[config.mk]
export PLATFORM = sky130hd
export DESIGN_NAME = dsec_core
export DESIGN_NICKNAME = d
export VERILOG_FILES = /design/src/rtl/dsec_pkg.sv /design/src/rtl/dsec_core.sv /design/src/rtl/dsec_hist_mem.sv /design/src/rtl/dsec_sync.sv
export VERILOG_INCLUDE_DIRS = /design/src /design/src/rtl
export SDC_FILE = /design/constraint.sdc
export NUM_CORES = 1
export LEC_CHECK = 0
export BUFFER_PORTS_ARGS = -buffer_cell sky130_fd_sc_hd__buf_4
export CORE_MARGIN = 2
export CORE_UTILIZATION = 40
export DETAILED_ROUTE_END_ITERATION = 8
export GPL_TIMING_DRIVEN = 0
export PLACE_DENSITY = 0.61
export SLEW_MARGIN = 20
export SYNTH_ARGS = -nofsm -noshare
export SYNTH_HDL_FRONTEND = slang
export SYNTH_HIERARCHICAL = 1
export SYNTH_SLANG_ARGS = --single-unit
[constraint.sdc]
create_clock -name aclk -period 3.8 [get_ports aclk]
set_clock_uncertainty 0.1 [all_clocks]
set_input_delay 0.38 -clock aclk [delete_from_list [all_inputs] [get_ports aclk]]
set_output_delay 0.38 -clock aclk [all_outputs]
set_load 0.02 [all_outputs]
[src/rtl/dsec_regs.svh]
// register offsets, field positions, history depth and codes of the drive state block
`ifndef DSEC_REGS_SVH
`define DSEC_REGS_SVH
`define DSEC_OFS_CTRL 8'h00
`define DSEC_OFS_STATE 8'h04
`define DSEC_OFS_STOP 8'h08
`define DSEC_OFS_ERR 8'h0C
`define DSEC_OFS_CNT 8'h10
`define DSEC_OFS_HIST 8'h40
`define DSEC_HIST_LAST 8'h64
`define DSEC_CTRL_ENABLE 0
`define DSEC_CTRL_DISABLE 1
`define DSEC_CTRL_RESET 2
`define DSEC_CTRL_HALT 3
`define DSEC_CTRL_ELEC_OK 4
`define DSEC_CTRL_PAR_OK 5
`define DSEC_CTRL_SW_STOP 6
`define DSEC_CODE_LIMIT 16'hA302
`define DSEC_CODE_SWSTOP 16'hA306
`define DSEC_HIST_DEPTH 10
`endif

[src/rtl/dsec_pkg.sv]
// types of the drive state and error class block
package dsec_pkg;
  typedef enum logic [3:0] {
    ST_START = 4'h1,
    ST_NOT_READY = 4'h2,
    ST_SW_DISABLED = 4'h3,
    ST_READY = 4'h4,
    ST_SWITCHED_ON = 4'h5,
    ST_OP_ENABLED = 4'h6,
    ST_QSTOP = 4'h7,
    ST_FAULT_REACT = 4'h8,
    ST_FAULT = 4'h9
  } dsec_state_t;
  typedef logic [2:0] dsec_class_t;
endpackage

[src/rtl/dsec_core.sv]
// drive operating-state machine, error class responses and stop-cause record
// How it works
// - entering fault via an error starts a response chosen by its class
// - class 0 only raises a warning; motion and power stage continue
// - class 1 quick-stops; power stage and controller stay enabled
// - class 2 quick-stops, then disables power stage at standstill
// - class 3 switches power stage off at once, no stop first
// - class 4 switches off at once; only power cycle clears it
// - limit input trip in state 6 enters quick stop, records A302 cause and history
// - class 1 error in state 6 or 7 enters quick stop, records cause and history
// - error above class 1 enters fault reaction, records cause and history
// - keep last stop cause and ten newest error codes, oldest dropped
// - display sees last stop cause; fieldbus sees cause and history
// - after reset state 1 start, then state 2 not ready
// - state 3 blocks enable; state 4 reports ready to switch on
// - state 5 keeps motor unpowered, power stage ready, no mode
// - state 6 runs mode or halts powered; halt records nothing
// - state 7 quick stop, 8 fault reaction, 9 settled fault
// - only inputs, fieldbus commands or monitors change state
// - monitors may force state changes in any state but start
// - 1 to 2 on electronics ready, 2 to 3 on parameters ready
// - enable request takes 4 to 5, then automatically to 6
// - 8 to 9 after class 2 response ends, at once for 3 or 4
// - fault reset takes 9 to 3 once the cause is removed
//
// Register access over AXI4-Lite and the address map were chosen for this implementation.
`timescale 1ns/10ps
`default_nettype none
`include "dsec_regs.svh"
module dsec_core #(
  parameter int HIST_DEPTH = `DSEC_HIST_DEPTH
) (
  input wire logic aclk,
  input wire logic aclken,
  input wire logic aresetn,
  // AXI4-Lite slave
  input wire logic [7:0] s_axi_awaddr,
  input wire logic s_axi_awvalid,
  output logic s_axi_awready,
  input wire logic [31:0] s_axi_wdata,
  input wire logic [3:0] s_axi_wstrb,
  input wire logic s_axi_wvalid,
  output logic s_axi_wready,
  output logic [1:0] s_axi_bresp,
  output logic s_axi_bvalid,
  input wire logic s_axi_bready,
  input wire logic [7:0] s_axi_araddr,
  input wire logic s_axi_arvalid,
  output logic s_axi_arready,
  output logic [31:0] s_axi_rdata,
  output logic [1:0] s_axi_rresp,
  output logic s_axi_rvalid,
  input wire logic s_axi_rready,
  // pins and monitors
  input wire logic positive_limit_input,
  input wire logic negative_limit_input,
  input wire logic power_ok,
  input wire logic enable_input,
  input wire logic fault_reset_input,
  input wire logic error_event,
  input wire dsec_pkg::dsec_class_t error_class,
  input wire logic [15:0] error_code,
  input wire logic error_active,
  input wire logic standstill,
  // drive outputs
  output dsec_pkg::dsec_state_t op_state,
  output logic power_stage_en,
  output logic brake_release,
  output logic mode_run,
  output logic quick_stop,
  output logic warning,
  output logic halted_indication,
  output logic fault_indication,
  output logic ready_indication,
  output logic [15:0] display_code
);
  import dsec_pkg::*;

  typedef struct packed {
    dsec_state_t st;
    dsec_class_t react_cls;
    logic latch4;
    logic warn;
    logic halt;
    logic elec_ok;
    logic par_ok;
    logic [15:0] stop_cause;
    logic [15:0] last_err;
    logic [3:0] wptr;
    logic [3:0] count;
    logic limit_prev;
    logic aw_got;
    logic w_got;
    logic [7:0] awaddr;
    logic [31:0] wdata;
    logic bvalid;
    logic rpend;
    logic rvalid;
    logic [31:0] rdata;
    logic [7:0] araddr;
  } dsec_core_t;

  dsec_core_t s_q, s_d;
  logic [4:0] pins_s;
  logic [15:0] hist_rd;
  logic hist_we;
  logic [3:0] hist_ra;
  logic [15:0] hist_wd;

  // limits, power and local buttons come from outside the clock domain
  dsec_sync #(.W(5)) u_sync (
    .aclk(aclk),
    .aclken(aclken),
    .aresetn(aresetn),
    .din({positive_limit_input, negative_limit_input, power_ok, enable_input,
          fault_reset_input}),
    .dout(pins_s)
  );

  dsec_hist_mem #(.DEPTH(HIST_DEPTH), .AW(4)) u_hist (
    .aclk(aclk),
    .aclken(aclken),
    .wr_en(hist_we),
    .wr_addr(s_q.wptr),
    .wr_data(hist_wd),
    .rd_addr(hist_ra),
    .rd_data(hist_rd)
  );

  // history slot n counts back from the newest entry
  function automatic logic [3:0] hist_slot(input logic [3:0] wptr, input logic [3:0] n);
    logic [4:0] t;
    t = {1'b0, wptr} + 5'(HIST_DEPTH) - 5'd1 - {1'b0, n};
    if (t >= 5'(HIST_DEPTH)) begin
      t = t - 5'(HIST_DEPTH);
    end
    return t[3:0];
  endfunction

  logic lim_now, pwr, en_pin, rst_pin;
  logic wr_fire, rd_fire, ctl_wr;
  logic [31:0] ctl;
  logic en_req, dis_req, rst_req, rec_err;
  logic [15:0] rec_code;

  always_comb begin
    s_d = s_q;
    lim_now = pins_s[4] | pins_s[3];
    pwr = pins_s[2];
    en_pin = pins_s[1];
    rst_pin = pins_s[0];
    hist_we = 1'b0;
    hist_wd = 16'h0000;
    rec_err = 1'b0;
    rec_code = 16'h0000;
    // bus write: address and data may arrive in either order
    if (s_axi_awvalid && !s_q.aw_got && !s_q.bvalid) begin
      s_d.aw_got = 1'b1;
      s_d.awaddr = s_axi_awaddr;
    end
    if (s_axi_wvalid && !s_q.w_got && !s_q.bvalid) begin
      s_d.w_got = 1'b1;
      s_d.wdata = s_axi_wdata;
    end
    wr_fire = s_q.aw_got && s_q.w_got && !s_q.bvalid;
    ctl_wr = wr_fire && s_q.awaddr == `DSEC_OFS_CTRL;
    ctl = ctl_wr ? s_q.wdata : 32'h0000_0000;
    if (wr_fire) begin
      s_d.aw_got = 1'b0;
      s_d.w_got = 1'b0;
      s_d.bvalid = 1'b1;
    end
    if (s_q.bvalid && s_axi_bready) begin
      s_d.bvalid = 1'b0;
    end
    // fieldbus commands and local inputs are the only requesters
    en_req = ctl[`DSEC_CTRL_ENABLE] | en_pin;
    dis_req = ctl[`DSEC_CTRL_DISABLE];
    rst_req = ctl[`DSEC_CTRL_RESET] | rst_pin;
    if (ctl_wr) begin
      s_d.halt = ctl[`DSEC_CTRL_HALT];
      s_d.elec_ok = s_q.elec_ok | ctl[`DSEC_CTRL_ELEC_OK];
      s_d.par_ok = s_q.par_ok | ctl[`DSEC_CTRL_PAR_OK];
    end
    s_d.limit_prev = lim_now;
    if (error_event) begin
      s_d.warn = (error_class == 3'd0);
    end
    case (s_q.st)
      ST_START: begin
        if (s_q.elec_ok) begin
          s_d.st = ST_NOT_READY;
        end
      end
      ST_NOT_READY: begin
        if (s_q.par_ok) begin
          s_d.st = ST_SW_DISABLED;
        end
      end
      ST_SW_DISABLED: begin
        if (pwr && !lim_now) begin
          s_d.st = ST_READY; // enable ignored here
        end
      end
      ST_READY: begin
        if (!pwr) begin
          s_d.st = ST_SW_DISABLED;
        end else if (en_req) begin
          s_d.st = ST_SWITCHED_ON;
        end
      end
      ST_SWITCHED_ON: begin
        if (dis_req || !pwr) begin
          s_d.st = ST_SW_DISABLED;
        end else begin
          s_d.st = ST_OP_ENABLED;
        end
      end
      ST_OP_ENABLED: begin
        if (dis_req || !pwr) begin
          s_d.st = ST_SW_DISABLED;
        end else if (ctl[`DSEC_CTRL_SW_STOP]) begin
          s_d.st = ST_QSTOP;
          s_d.stop_cause = `DSEC_CODE_SWSTOP;
        end
      end
      ST_QSTOP: begin
        if (dis_req || !pwr) begin
          s_d.st = ST_SW_DISABLED;
        end else if (rst_req && !lim_now && !error_active) begin
          s_d.st = ST_OP_ENABLED;
        end
      end
      ST_FAULT_REACT: begin
        // class 2 waits for standstill; 3 and 4 drop power at once
        if (s_q.react_cls != 3'd2 || standstill) begin
          s_d.st = ST_FAULT;
        end
      end
      ST_FAULT: begin
        // class 4 latch outlives any fault reset, only reset clears it
        if (rst_req && !error_active && !s_q.latch4) begin
          s_d.st = ST_SW_DISABLED;
        end
      end
      default: s_d.st = ST_START;
    endcase
    // class 2 and up override the sequence from any state but start; class 1 only in 6 or 7, limit only in 6
    if (error_event && error_class >= 3'd2 && s_q.st != ST_START) begin
      s_d.st = ST_FAULT_REACT;
      s_d.react_cls = error_class;
      s_d.stop_cause = error_code;
      rec_err = 1'b1;
      rec_code = error_code;
      if (error_class >= 3'd4) begin
        s_d.latch4 = 1'b1;
      end
    end else if (error_event && error_class == 3'd1 &&
                 (s_q.st == ST_OP_ENABLED || s_q.st == ST_QSTOP)) begin
      s_d.st = ST_QSTOP;
      s_d.stop_cause = error_code;
      rec_err = 1'b1;
      rec_code = error_code;
    end else if (lim_now && !s_q.limit_prev && s_q.st == ST_OP_ENABLED) begin
      s_d.st = ST_QSTOP;
      s_d.stop_cause = `DSEC_CODE_LIMIT;
      rec_err = 1'b1;
      rec_code = `DSEC_CODE_LIMIT;
    end
    if (rec_err) begin
      hist_we = 1'b1;
      hist_wd = rec_code;
      s_d.last_err = rec_code;
      s_d.wptr = (s_q.wptr == 4'(HIST_DEPTH - 1)) ? 4'h0 : s_q.wptr + 4'h1;
      if (s_q.count != 4'(HIST_DEPTH)) begin
        s_d.count = s_q.count + 4'h1;
      end
    end
    // bus read: one-cycle registered memory read before rvalid
    rd_fire = s_axi_arvalid && !s_q.rpend && !s_q.rvalid;
    // launch the memory read with the address, so its data stand when rvalid is built
    hist_ra = 4'h0;
    if (rd_fire && s_axi_araddr >= `DSEC_OFS_HIST && s_axi_araddr <= `DSEC_HIST_LAST) begin
      hist_ra = hist_slot(s_q.wptr, 4'(s_axi_araddr[7:2] - 6'h10));
    end
    if (rd_fire) begin
      s_d.rpend = 1'b1;
      s_d.araddr = s_axi_araddr;
    end
    if (s_q.rpend) begin
      s_d.rpend = 1'b0;
      s_d.rvalid = 1'b1;
      if (s_q.araddr == `DSEC_OFS_STATE) begin
        s_d.rdata = {28'h0, s_q.st};
      end else if (s_q.araddr == `DSEC_OFS_CTRL) begin
        s_d.rdata = {26'h0, s_q.par_ok, s_q.elec_ok, s_q.halt, 3'h0};
      end else if (s_q.araddr == `DSEC_OFS_STOP) begin
        s_d.rdata = {16'h0, s_q.stop_cause};
      end else if (s_q.araddr == `DSEC_OFS_ERR) begin
        s_d.rdata = {16'h0, s_q.last_err};
      end else if (s_q.araddr == `DSEC_OFS_CNT) begin
        s_d.rdata = {28'h0, s_q.count};
      end else if (s_q.araddr >= `DSEC_OFS_HIST && s_q.araddr <= `DSEC_HIST_LAST) begin
        s_d.rdata = ({28'h0, s_q.count} > 32'(s_q.araddr[7:2] - 6'h10)) ?
                    {16'h0, hist_rd} : 32'h0000_0000;
      end else begin
        s_d.rdata = 32'h0000_0000;
      end
    end
    if (s_q.rvalid && s_axi_rready) begin
      s_d.rvalid = 1'b0;
    end
  end

  always_ff @(posedge aclk) begin
    if (!aresetn) begin
      s_q <= '0;
      s_q.st <= ST_START;
    end else if (aclken) begin
      s_q <= s_d;
    end
  end

  assign s_axi_awready = !s_q.aw_got && !s_q.bvalid;
  assign s_axi_wready = !s_q.w_got && !s_q.bvalid;
  assign s_axi_bvalid = s_q.bvalid;
  assign s_axi_bresp = 2'b00;
  assign s_axi_arready = !s_q.rpend && !s_q.rvalid;
  assign s_axi_rvalid = s_q.rvalid;
  assign s_axi_rdata = s_q.rdata;
  assign s_axi_rresp = 2'b00;

  assign op_state = s_q.st;
  // class 1 keeps power in quick stop; class 2 keeps it until standstill
  assign power_stage_en = s_q.st == ST_OP_ENABLED || s_q.st == ST_QSTOP ||
                          (s_q.st == ST_FAULT_REACT && s_q.react_cls == 3'd2);
  assign brake_release = power_stage_en;
  assign mode_run = s_q.st == ST_OP_ENABLED && !s_q.halt;
  assign quick_stop = s_q.st == ST_QSTOP ||
                      (s_q.st == ST_FAULT_REACT && s_q.react_cls == 3'd2);
  assign warning = s_q.warn;
  assign halted_indication = s_q.st == ST_OP_ENABLED && s_q.halt;
  assign fault_indication = s_q.st == ST_FAULT_REACT || s_q.st == ST_FAULT;
  assign ready_indication = s_q.st == ST_READY;
  assign display_code = s_q.stop_cause;
endmodule // dsec_core
`default_nettype wire

[src/rtl/dsec_hist_mem.sv]
// ten-entry error history memory with registered read port
`timescale 1ns/10ps
`default_nettype none
module dsec_hist_mem #(
  parameter int DEPTH = 10,
  parameter int AW = 4
) (
  input wire logic aclk,
  input wire logic aclken,
  input wire logic wr_en,
  input wire logic [AW-1:0] wr_addr,
  input wire logic [15:0] wr_data,
  input wire logic [AW-1:0] rd_addr,
  output logic [15:0] rd_data
);
  logic [15:0] mem [DEPTH];
  always_ff @(posedge aclk) begin
    if (aclken) begin
      if (wr_en) begin
        mem[wr_addr] <= wr_data;
      end
      rd_data <= (int'(rd_addr) < DEPTH) ? mem[rd_addr] : 16'h0000;
    end
  end
endmodule // dsec_hist_mem
`default_nettype wire

[src/rtl/dsec_sync.sv]
// two-flop synchroniser for a bundle of pin inputs
`timescale 1ns/10ps
`default_nettype none
module dsec_sync #(
  parameter int W = 8
) (
  input wire logic aclk,
  input wire logic aclken,
  input wire logic aresetn,
  input wire logic [W-1:0] din,
  output logic [W-1:0] dout
);
  logic [W-1:0] meta_q;
  always_ff @(posedge aclk) begin
    if (!aresetn) begin
      meta_q <= '0;
      dout <= '0;
    end else if (aclken) begin
      meta_q <= din;
      dout <= meta_q;
    end
  end
endmodule // dsec_sync
`default_nettype wire

Yosys cells after proc, flatten, opt, wreduce, memory -nomap -nowiden. Memory sizes are Yosys's and may differ from the RTL's. A register that Yosys moved wholly into a read port is not among the register bits. Index checks and enable logic that the tools add are counted.

Flip-flop bits (word level): 123. Bits in writable memories: 160. Input port bits: 87. Output and inout bits: 69. Logic and storage cells: 200. Memories kept: 1.

Add/sub/neg operators: 8. $lt $le $gt $ge: 9. Equality and inequality tests: 28. Mux-type cells: 52. Bitwise gates (word level): 5. Reduce and logical (&&, ||, !) cells: 74.

Memory list: u_hist.mem (words 10, width 16, rd ports 1, clocked after Yosys merged registers in 1, wr ports 1, RTL line dsec_hist_mem.sv:16) `logic [15:0] mem [DEPTH];`.

Operators with widths (number): 2-to-1 mux 16 bit (17); 2-to-1 mux 4 bit (17); case mux 4 bit (9 select lines) (1); 2-to-1 mux 34 bit (1); > comparator 4 x 32 -> 1 bit (1); logical AND 1 bit (31); != test 5 bit, second input constant (5); AND reduction 2 bit (12); != test 6 bit, second input constant (3); equality test 4 x 3 -> 1 bit, second input constant (4); equality test 8 x 4 -> 1 bit, second input constant (2); >= comparator 8 x 7 -> 1 bit, second input constant (2); less-or-equal comparator 8 x 7 -> 1 bit, second input constant (2); zero test 8 bit (2); 2-to-1 mux 1 bit (13); equality test 4 bit, second input constant (3); zero test 1 bit (12); AND reduction 9 bit (1); adder 4 x 1 -> 4 bit, second input constant (2); equality test 4 x 2 -> 1 bit, second input constant (2); equality test 8 x 3 -> 1 bit, second input constant (1); equality test 8 x 5 -> 1 bit, second input constant (1); != test 4 x 1 -> 1 bit, second input constant (2); nonzero test 2 bit (4); other kinds (24) (35).

Longest topological paths before layout. Gate-level depths: netlist (run 1).

Depth after elaboration: 13. Gate-level depth with buffers: 16. Mapped depth without buffers: 14.

Hierarchy. The synthesis (run 1) kept the hierarchy.

By module, submodules not included: dsec_hist_mem (times used 1, cells each 361, area an instance 6882.9 um^2, seq. area each 5285.1 um^2); dsec_core (times used 1, cells each 649, area an instance 5390.2 um^2, seq. area each 1941.9 um^2); dsec_sync (times used 1, cells each 31, area an instance 374.1 um^2, seq. area each 200.2 um^2).

Worst setup path after synthesis (run 1). OpenSTA, ideal clock, no wires.

Path type: register -> register. Start: register s_q[91] (netlist bit). End: register u_hist.rd_data[2] (read register of u_hist.mem), data pin. Library setup time: 268 ps. Data arrival time: 3047 ps. Required time: 3432 ps. Slack: 385 ps. Cell stages (with the launch flop): 17. Buffers on the path: 2. Period minus slack after synthesis: 3415 ps. Cell sequence: dfxtp_1 -> inv_1 -> ha_1 -> inv_1 -> ha_1 -> inv_1 -> fa_1 -> ha_1 -> nand2_1 -> a21oi_1 -> mux2i_1 -> and2_1 -> or2_1 -> buf_4 -> buf_4 -> o22ai_1 -> o31ai_2.

Cells in the longest elaborated chain, start to end: 8. Elaborated cells between the ends (all ways): 9. Classes of those cells: add/sub (4); order compare (2); mux (2); reduce/logical (1).

Ends and longest elaborated chain: start: declaration (RTL line dsec_core.sv:103) `dsec_core_t s_q, s_d;`; adder 4 x 4 -> 5 bit (*) (RTL line dsec_core.sv:133) `t = {1'b0, wptr} + 5'(HIST_DEPTH) - 5'd1 - {1'b0, n};`; subtractor 5 x 1 -> 5 bit (*) (RTL line dsec_core.sv:133); subtractor 5 x 4 -> 5 bit (*) (RTL line dsec_core.sv:133); subtractor 4 bit or >= comparator 5 x 4 -> 1 bit (tied branches) (RTL line dsec_core.sv:135, dsec_core.sv:134); 2-to-1 mux 4 bit (*) (RTL line dsec_core.sv:134) `if (t >= 5'(HIST_DEPTH)) begin`; 2-to-1 mux 4 bit (*) (RTL line dsec_core.sv:283) `` if (rd_fire && s_axi_araddr >= `DSEC_OFS_HIST && s_axi_araddr <= `DSEC_HIST_LAST) begin ``; named net hist_ra[2] (RTL line dsec_core.sv:107) `logic [3:0] hist_ra;`; less-than comparator 4 bit (RTL line dsec_hist_mem.sv:22) `rd_data <= (int'(rd_addr) < DEPTH) ? mem[rd_addr] : 16'h0000;`; zero test 1 bit (no source line); end: declaration (RTL line dsec_hist_mem.sv:14) `output logic [15:0] rd_data`.

The timed path passes the listed nets; every way through them passes the cells marked *. A chain may end at the register's enable or synchronous reset.

Final worst setup path (run 1).
Start: register s_q[91] (netlist bit). End: register u_hist.rd_data[6] (read register of u_hist.mem), data pin.

Same word-level chain as after synthesis.

==> results of run 1 <==
==> cell usage in the layout (no fill, tap or decap), drive strengths merged, types with 13 or more instances in the layout <==
cell / count
conb: 20
o21ai: 40
mux2: 81
clkbuf: 62
mux2i: 42
a21oi: 37
nor2b: 17
o22ai: 33
ha: 14
a22oi: 14
buf: 198
clkinv: 13
inv: 22
nor2: 100
nand2: 68
dfxtp: 107
dlygate4sd3: 36
and3: 17
nand3: 14
o31ai: 17
edfxtp: 176
==> state kept, by name, summed over array words and instances (netlist names), 4 cells and up <==
| name | cells |
|---|---|
| u_sync/dout | 5 |
| u_hist/rd_data | 16 |
| u_hist/mem | 160 |
| s_axi_rdata | 16 |
| op_state | 4 |
| u_sync/meta_q | 5 |
| s_q | 58 |
| display_code | 16 |
==> metrics by stage <==
stage / hold slack [ps] / worst slack (ps)
floorplan: 326 / 385
global route: 12.4 / 19.6
finish: 13.9 / 141
CTS: 0.560 / 38.1
global placement: 341 / -1190
detailed placement: 345 / -532
==> what timing repair did <==
action | CTS | global route
setup endpoints to repair | 16 | 15
setup buffers | 0 | 1
hold buffers | 36 | 0
hold endpoints to repair | 38 | 0
resized for setup | 19 | 14
pin swaps | 1 | 6
==> final cells by class <==
type                    count  area [sq um]  share of cell area [%]
plain buffers             110           788                    5.02
clock buffers              35           800                    5.10
clock inverters            21           253                    1.61
inverters                  22          82.6                   0.526
multi-input cells         645          4570                    29.1
flip-flops and latches    283          7430                    47.4
well taps                 402           503                    3.21
repair buffers            152          1260                    8.02
==> metal layers <==
layer / global-route usage [%] / share of wire, % / vias up
met2: 36.1 / 48 / 340
met4: 7.32 / 3.4 / 0
li1: - / - / 4178
met3: 3.03 / 5.7 / 77
met5: 0 / 0 / -
met1: 26.1 / 43 / 4321
==> worst max path at each step <==
stage | end | cells past startpoint | slack [ps]
6_report | u_hist/rd_data[6]$_SDFFCE_PP0P_ | 16 | 140
5_1_grt | u_hist/rd_data[6]$_SDFFCE_PP0P_ | 16 | 20
2_1_floorplan | u_hist/rd_data[2]$_SDFFCE_PP0P_ | 16 | 390
3_5_place_dp | u_hist/rd_data[6]$_SDFFCE_PP0P_ | 15 | -530
4_1_cts | u_hist/rd_data[6]$_SDFFCE_PP0P_ | 16 | 40
3_3_place_gp | u_hist/mem[0][11]$_DFFE_PP_ | 8 | -1190
==> cells by family (layout without fill, tap and decap cells) <==
logic type	after synthesis	count (layout)	synth area share, %
DFF	283	283	58.7
xor gates and xnor gates	7	7	0.485
other	1	20	0.0297
muxes	123	123	10.6
buffers and inverters	132	340	6.57
adders and majority gates	15	15	1.54
and+or+nand+nor	281	281	11.3
AOI/OAI and AO/OA	199	199	10.8
==> worst reg2reg max path, cell delays in order, from the launching register on <==
cell and delay (ps):
dfxtp_4 370, inv_2 60, ha_1 260, inv_1 50
ha_1 160, inv_1 60, fa_1 600, ha_2 210
nand2_1 70, a21oi_2 180, mux2i_1 200, and2_4 210
or2_1 130, buf_6 150, buf_8 160, o22ai_1 130
o31ai_2 320
==> report_power, final <==
| group | switching, mW | leakage (nW) | total, mW | internal (mW) |
|---|---|---|---|---|
| Combinational | 0.819 | 2.88 | 1.35 | 0.536 |
| Clock | 1.21 | 0.517 | 3.06 | 1.85 |
| Sequential | 0.0942 | 2.51 | 3.58 | 3.49 |
| Total | 2.12 | 5.90 | 7.99 | 5.87 |
==> impl_metrics.yaml, run 1 <==
run_status:
  status: "finished, final reports clean"
timing:
  finalSetupTns_ps: 0
  worst_slew_pin_slew_ps: 833
  rsz0062_at_grt: "false"
  fmax_mhz: 273
  drv_slew: 0
  period_share_pct: 96.3
  hold_violations: 0
  finalCriticalPeriod_ps: 3660
  max-slew-margin-rel_pct: 44.3
  setup_viol: 0
worst_setup_path:
  cp_max_fo: 10
  path_cells: "inv_2 -> ha_1 -> inv_1 -> ha_1 -> inv_1 -> fa_1 -> ha_2 -> nand2_1 -> a21oi_2 -> mux2i_1 -> and2_4 -> or2_1 -> buf_6 -> buf_8 -> o22ai_1 -> o31ai_2"
  setup.worst_path.start_class: "flop"
  critical_path_arrival_ps: 3890
  cp_slowest_stage_delay_ps: 600
  crit_start: "s_q[91]$_SDFFE_PN0P_"
  endpoint_kind: "flop"
  worstRegToRegCells: 16
  critPathRequiredTime_ps: 4040
  slowest_stage: "fa_1"
  crit-reg2reg-launch: "s_q[91]$_SDFFE_PN0P_"
  r2r-end: "u_hist/rd_data[6]$_SDFFCE_PP0P_"
  critical_path_class: "reg2reg"
  path_buf_inv: 5
  ff2ff_setup_slack_ps: 140
  cp_top_family: "adder cells"
cells_and_area:
  diodes: 0
  fillers: 2774
  final_cell_area_sq_mm: 0.0157
  syn_to_final_growth_pct: 24.1
  fin_util_pct: 50.1
  drive_gt1_share_pct: 28.3
  nets: 1346
  final_cells: 1670
routing:
  drt_first_iter_violations: 612
  routed_via_density: 5.34
  first_pass_iters: 6
  wl_mm: 34.8
  wl_per_cell_microns: 20.9
  ant_nets: 0
  vias: 8916
  drc_errors: 0
pwr:
  p_leak_nw: 5.90
  power_mw: 7.99
  vdd_drop_max_v: 0.000342
  power.density_mw_per_mm2: 510
cts:
  path_clk_slew_ps: 60
  cts_max_path_buffers: 3
  htreeDepth: 1
  clockRootBuffer: "clkbuf_16"
  cts_buffers: 30
  clkLatencyLatePin_ps: 560
  cts_tree: "yes"
  clock_sinks: 283
placed_design:
  place_area_sq_mm: 0.0142
  gp_congestion: 0.905
  hpwl_mm: 24.1
  placedCellCount: 1577
  numPortBuffers: 106
die:
  rows: 65
  initial_utilization_pct: 40.4
  dieArea_sq_mm: 0.0331
  fp.dieW_microns: 182
  ios: 156
  core_area_sq_mm: 0.0313
  die_h_microns: 182
grt:
  grt_usage_pct: 20.6
  antenna_found_initial: 0
  overflow: 0
  grt_pass1_wl_mm: 52.1
  grt_max_degree: 29
  grt_pass1_vias: 8792
logic_synthesis:
  synth_area_sq_mm: 0.0126
  synthCells: 1041
  ys_seq_elements: 283
  synth_common_cells: "edfxtp_1, dfxtp_1, nor2_1"
  synth-edff-count: 176
  yosysMostFrequentCell: "edfxtp_1"
  synth_seq_area_share_pct: 58.7
  synth_top_area_cell: "edfxtp_1"
  avgSynthCellArea_sq_um: 12.1
  ys.flop_type: "edfxtp_1"
  synth.area.top_cells: "edfxtp_1, dfxtp_1, mux2_2"
  synth_warnings: 6
  synth.distinct_cells: 78
  synthArstFlopShare_pct: 0
  netlist.area_leader.share_pct: 41.8
min_path:
  hold_depth: 3
  hp-class: "in2reg"
  hp-start: "power_ok"
  min_to: "u_sync/meta_q[2]$_SDFFE_PN0P_"
flow_run:
  maxCapViolations: 0
Power figures use the tool's default switching activity.
==> run 2: changes to the inputs <==
Settings changed: CTS_BUF_LIST set to sky130_fd_sc_hd__clkbuf_2 sky130_fd_sc_hd__clkbuf_4 sky130_fd_sc_hd__clkbuf_8.
==> impl_metrics.yaml, run 2 (synthesized netlist as in run 1, its figures left out) <==
placed_design:
  place_area_sq_mm: 0.0142
  numPortBuffers: 106
  hpwl_mm: 24.1
  gp_congestion: 0.905
cells_and_area:
  fin_util_pct: 50.4
  top_register: "u_hist/mem"
  diodes: 0
  drive_gt1_share_pct: 30.1
  fillers: 2781
  nets: 1379
  most-common-layout-cells: "buf_4, edfxtp_1, dfxtp_1"
  largest_reg_flops: 160
  syn_to_final_growth_pct: 24.8
  top_regs: "u_hist/mem (160), s_q (58)"
  final_cell_area_sq_mm: 0.0158
die:
  die_h_microns: 182
  initial_utilization_pct: 40.4
  dieArea_sq_mm: 0.0331
  ios: 156
  core_area_sq_mm: 0.0313
  rows: 65
  fp.dieW_microns: 182
grt:
  grt_pass1_vias: 8992
  grt_usage_pct: 21.1
  overflow: 0
  grt_max_degree: 29
  antenna_found_initial: 0
  grt_pass1_wl_mm: 52.9
cts:
  htreeDepth: 2
  cts_max_path_buffers: 3
  clock_sinks: 283
  cts_buffers: 49
  path_clk_slew_ps: 60
  clockRootBuffer: "clkbuf_8"
  cts_tree: "yes"
  clkLatencyLatePin_ps: 570
routing:
  wl_mm: 35.3
  drt_first_iter_violations: 582
  vias: 9099
  routed_via_density: 5.31
  ant_nets: 0
  drc_errors: 0
  first_pass_iters: 5
  wl_per_cell_microns: 20.6
timing:
  worst_slew_pin_slew_ps: 842
  finalSetupTns_ps: 0
  hold_violations: 0
  setup_viol: 0
  finalCriticalPeriod_ps: 3700
  fmax_mhz: 270
  rsz0062_at_grt: "false"
  drv_slew: 0
  period_share_pct: 97.3
  max-slew-margin-rel_pct: 43.7
pwr:
  p_leak_nw: 6.00
  power.density_mw_per_mm2: 492
  vdd_drop_max_v: 0.000242
worst_setup_path:
  crit-reg2reg-launch: "s_q[91]$_SDFFE_PN0P_"
  critical_path_arrival_ps: 3950
  crit_end: "u_hist/rd_data[6]$_SDFFCE_PP0P_"
  critical_path_class: "in2reg"
  crit_start: "s_axi_araddr[3]"
  r2r-end: "u_hist/rd_data[6]$_SDFFCE_PP0P_"
  critPathRequiredTime_ps: 4050
  worstRegToRegCells: 15
  endpoint_kind: "flop"
  cp_max_fo: 10
  setup.worst_path.start_class: "primary input"
  ff2ff_setup_slack_ps: 170
flow_run:
  maxCapViolations: 0
min_path:
  hp-class: "in2reg"
run_status:
  status: "finished, final reports clean"
==> run 2: worst min path at each step <==
stage / startpoint / endpoint / slack [ps] / cells past startpoint
floorplan: s_axi_rdata[10]$_SDFFE_PN0P_ / s_axi_rdata[10]$_SDFFE_PN0P_ / 330 / 2
global placement: s_axi_rdata[6]$_SDFFE_PN0P_ / s_axi_rdata[6]$_SDFFE_PN0P_ / 340 / 2
detailed placement: s_axi_rdata[9]$_SDFFE_PN0P_ / s_axi_rdata[9]$_SDFFE_PN0P_ / 350 / 2
CTS: error_code[9] / s_q[103]$_SDFFE_PN0P_ / 10 / 3
global route: error_code[1] / display_code[1]$_SDFFE_PN0P_ / 50 / 3
finish: error_code[1] / display_code[1]$_SDFFE_PN0P_ / 40 / 3
==> run 2: metrics by stage <==
stage | power [mW] | instances | setup slack [ps] | hold slack, ps
4_1_cts | 7.81 | 1705 | 1.14 | 11.6
6_report | 7.77 | 1714 | 101 | 42.9
2_1_floorplan | 4.47 | 1060 | 385 | 326
5_1_grt | 8.09 | 1714 | 13.4 | 45.7
3_3_place_gp | 4.92 | 1568 | -1190 | 341
3_5_place_dp | 4.94 | 1577 | -532 | 345
==> run 2: critical path, stage by stage <==
cell           delay (ps)
dlygate4sd3_1         550
buf_4                 160
ha_1                  280
inv_1                  50
ha_1                  160
inv_1                  60
fa_1                  600
ha_2                  210
nand2_1                60
a21oi_2               180
mux2i_1               100
and2_4                190
nand2_2               200
buf_4                 290
o22ai_1               140
o31ai_2               330
==> run 2: routing by layer <==
| metal | vias to the layer above | wire, microns | global-route usage (%) |
|---|---|---|---|
| met4 | 0 | 1370 | 8.94 |
| met3 | 85 | 2130 | 3.95 |
| met5 | - | 0 | 0 |
| met2 | 350 | 16900 | 36.0 |
| met1 | 4413 | 14900 | 26.2 |
| li1 | 4251 | - | - |
==> run 2: what timing repair did <==
action,4_1_cts,5_1_grt
hold endpoints to repair,48,0
endpoints found under the setup margin,16,16
pin swaps,3,4
hold buffers,42,0
gates resized for setup,16,19
buffers inserted,0,9
==> run 2: power breakdown <==
part	switching, mW	internal, mW	total (mW)
registers	0.0938	3.49	3.58
logic	0.822	0.547	1.37
clock network	1.21	1.61	2.82
total	2.13	5.65	7.77
==> run 2: final cells by class <==
class | count | area (sq um) | share of cell area, %
multi-input combinational | 645 | 4570 | 29.0
clock buffer | 71 | 871 | 5.52
sequential | 283 | 7430 | 47.1
buffer | 110 | 793 | 5.02
inverter | 22 | 82.6 | 0.523
timing repair buffer | 166 | 1400 | 8.88
tap | 402 | 503 | 3.19
clock inverter | 15 | 130 | 0.824
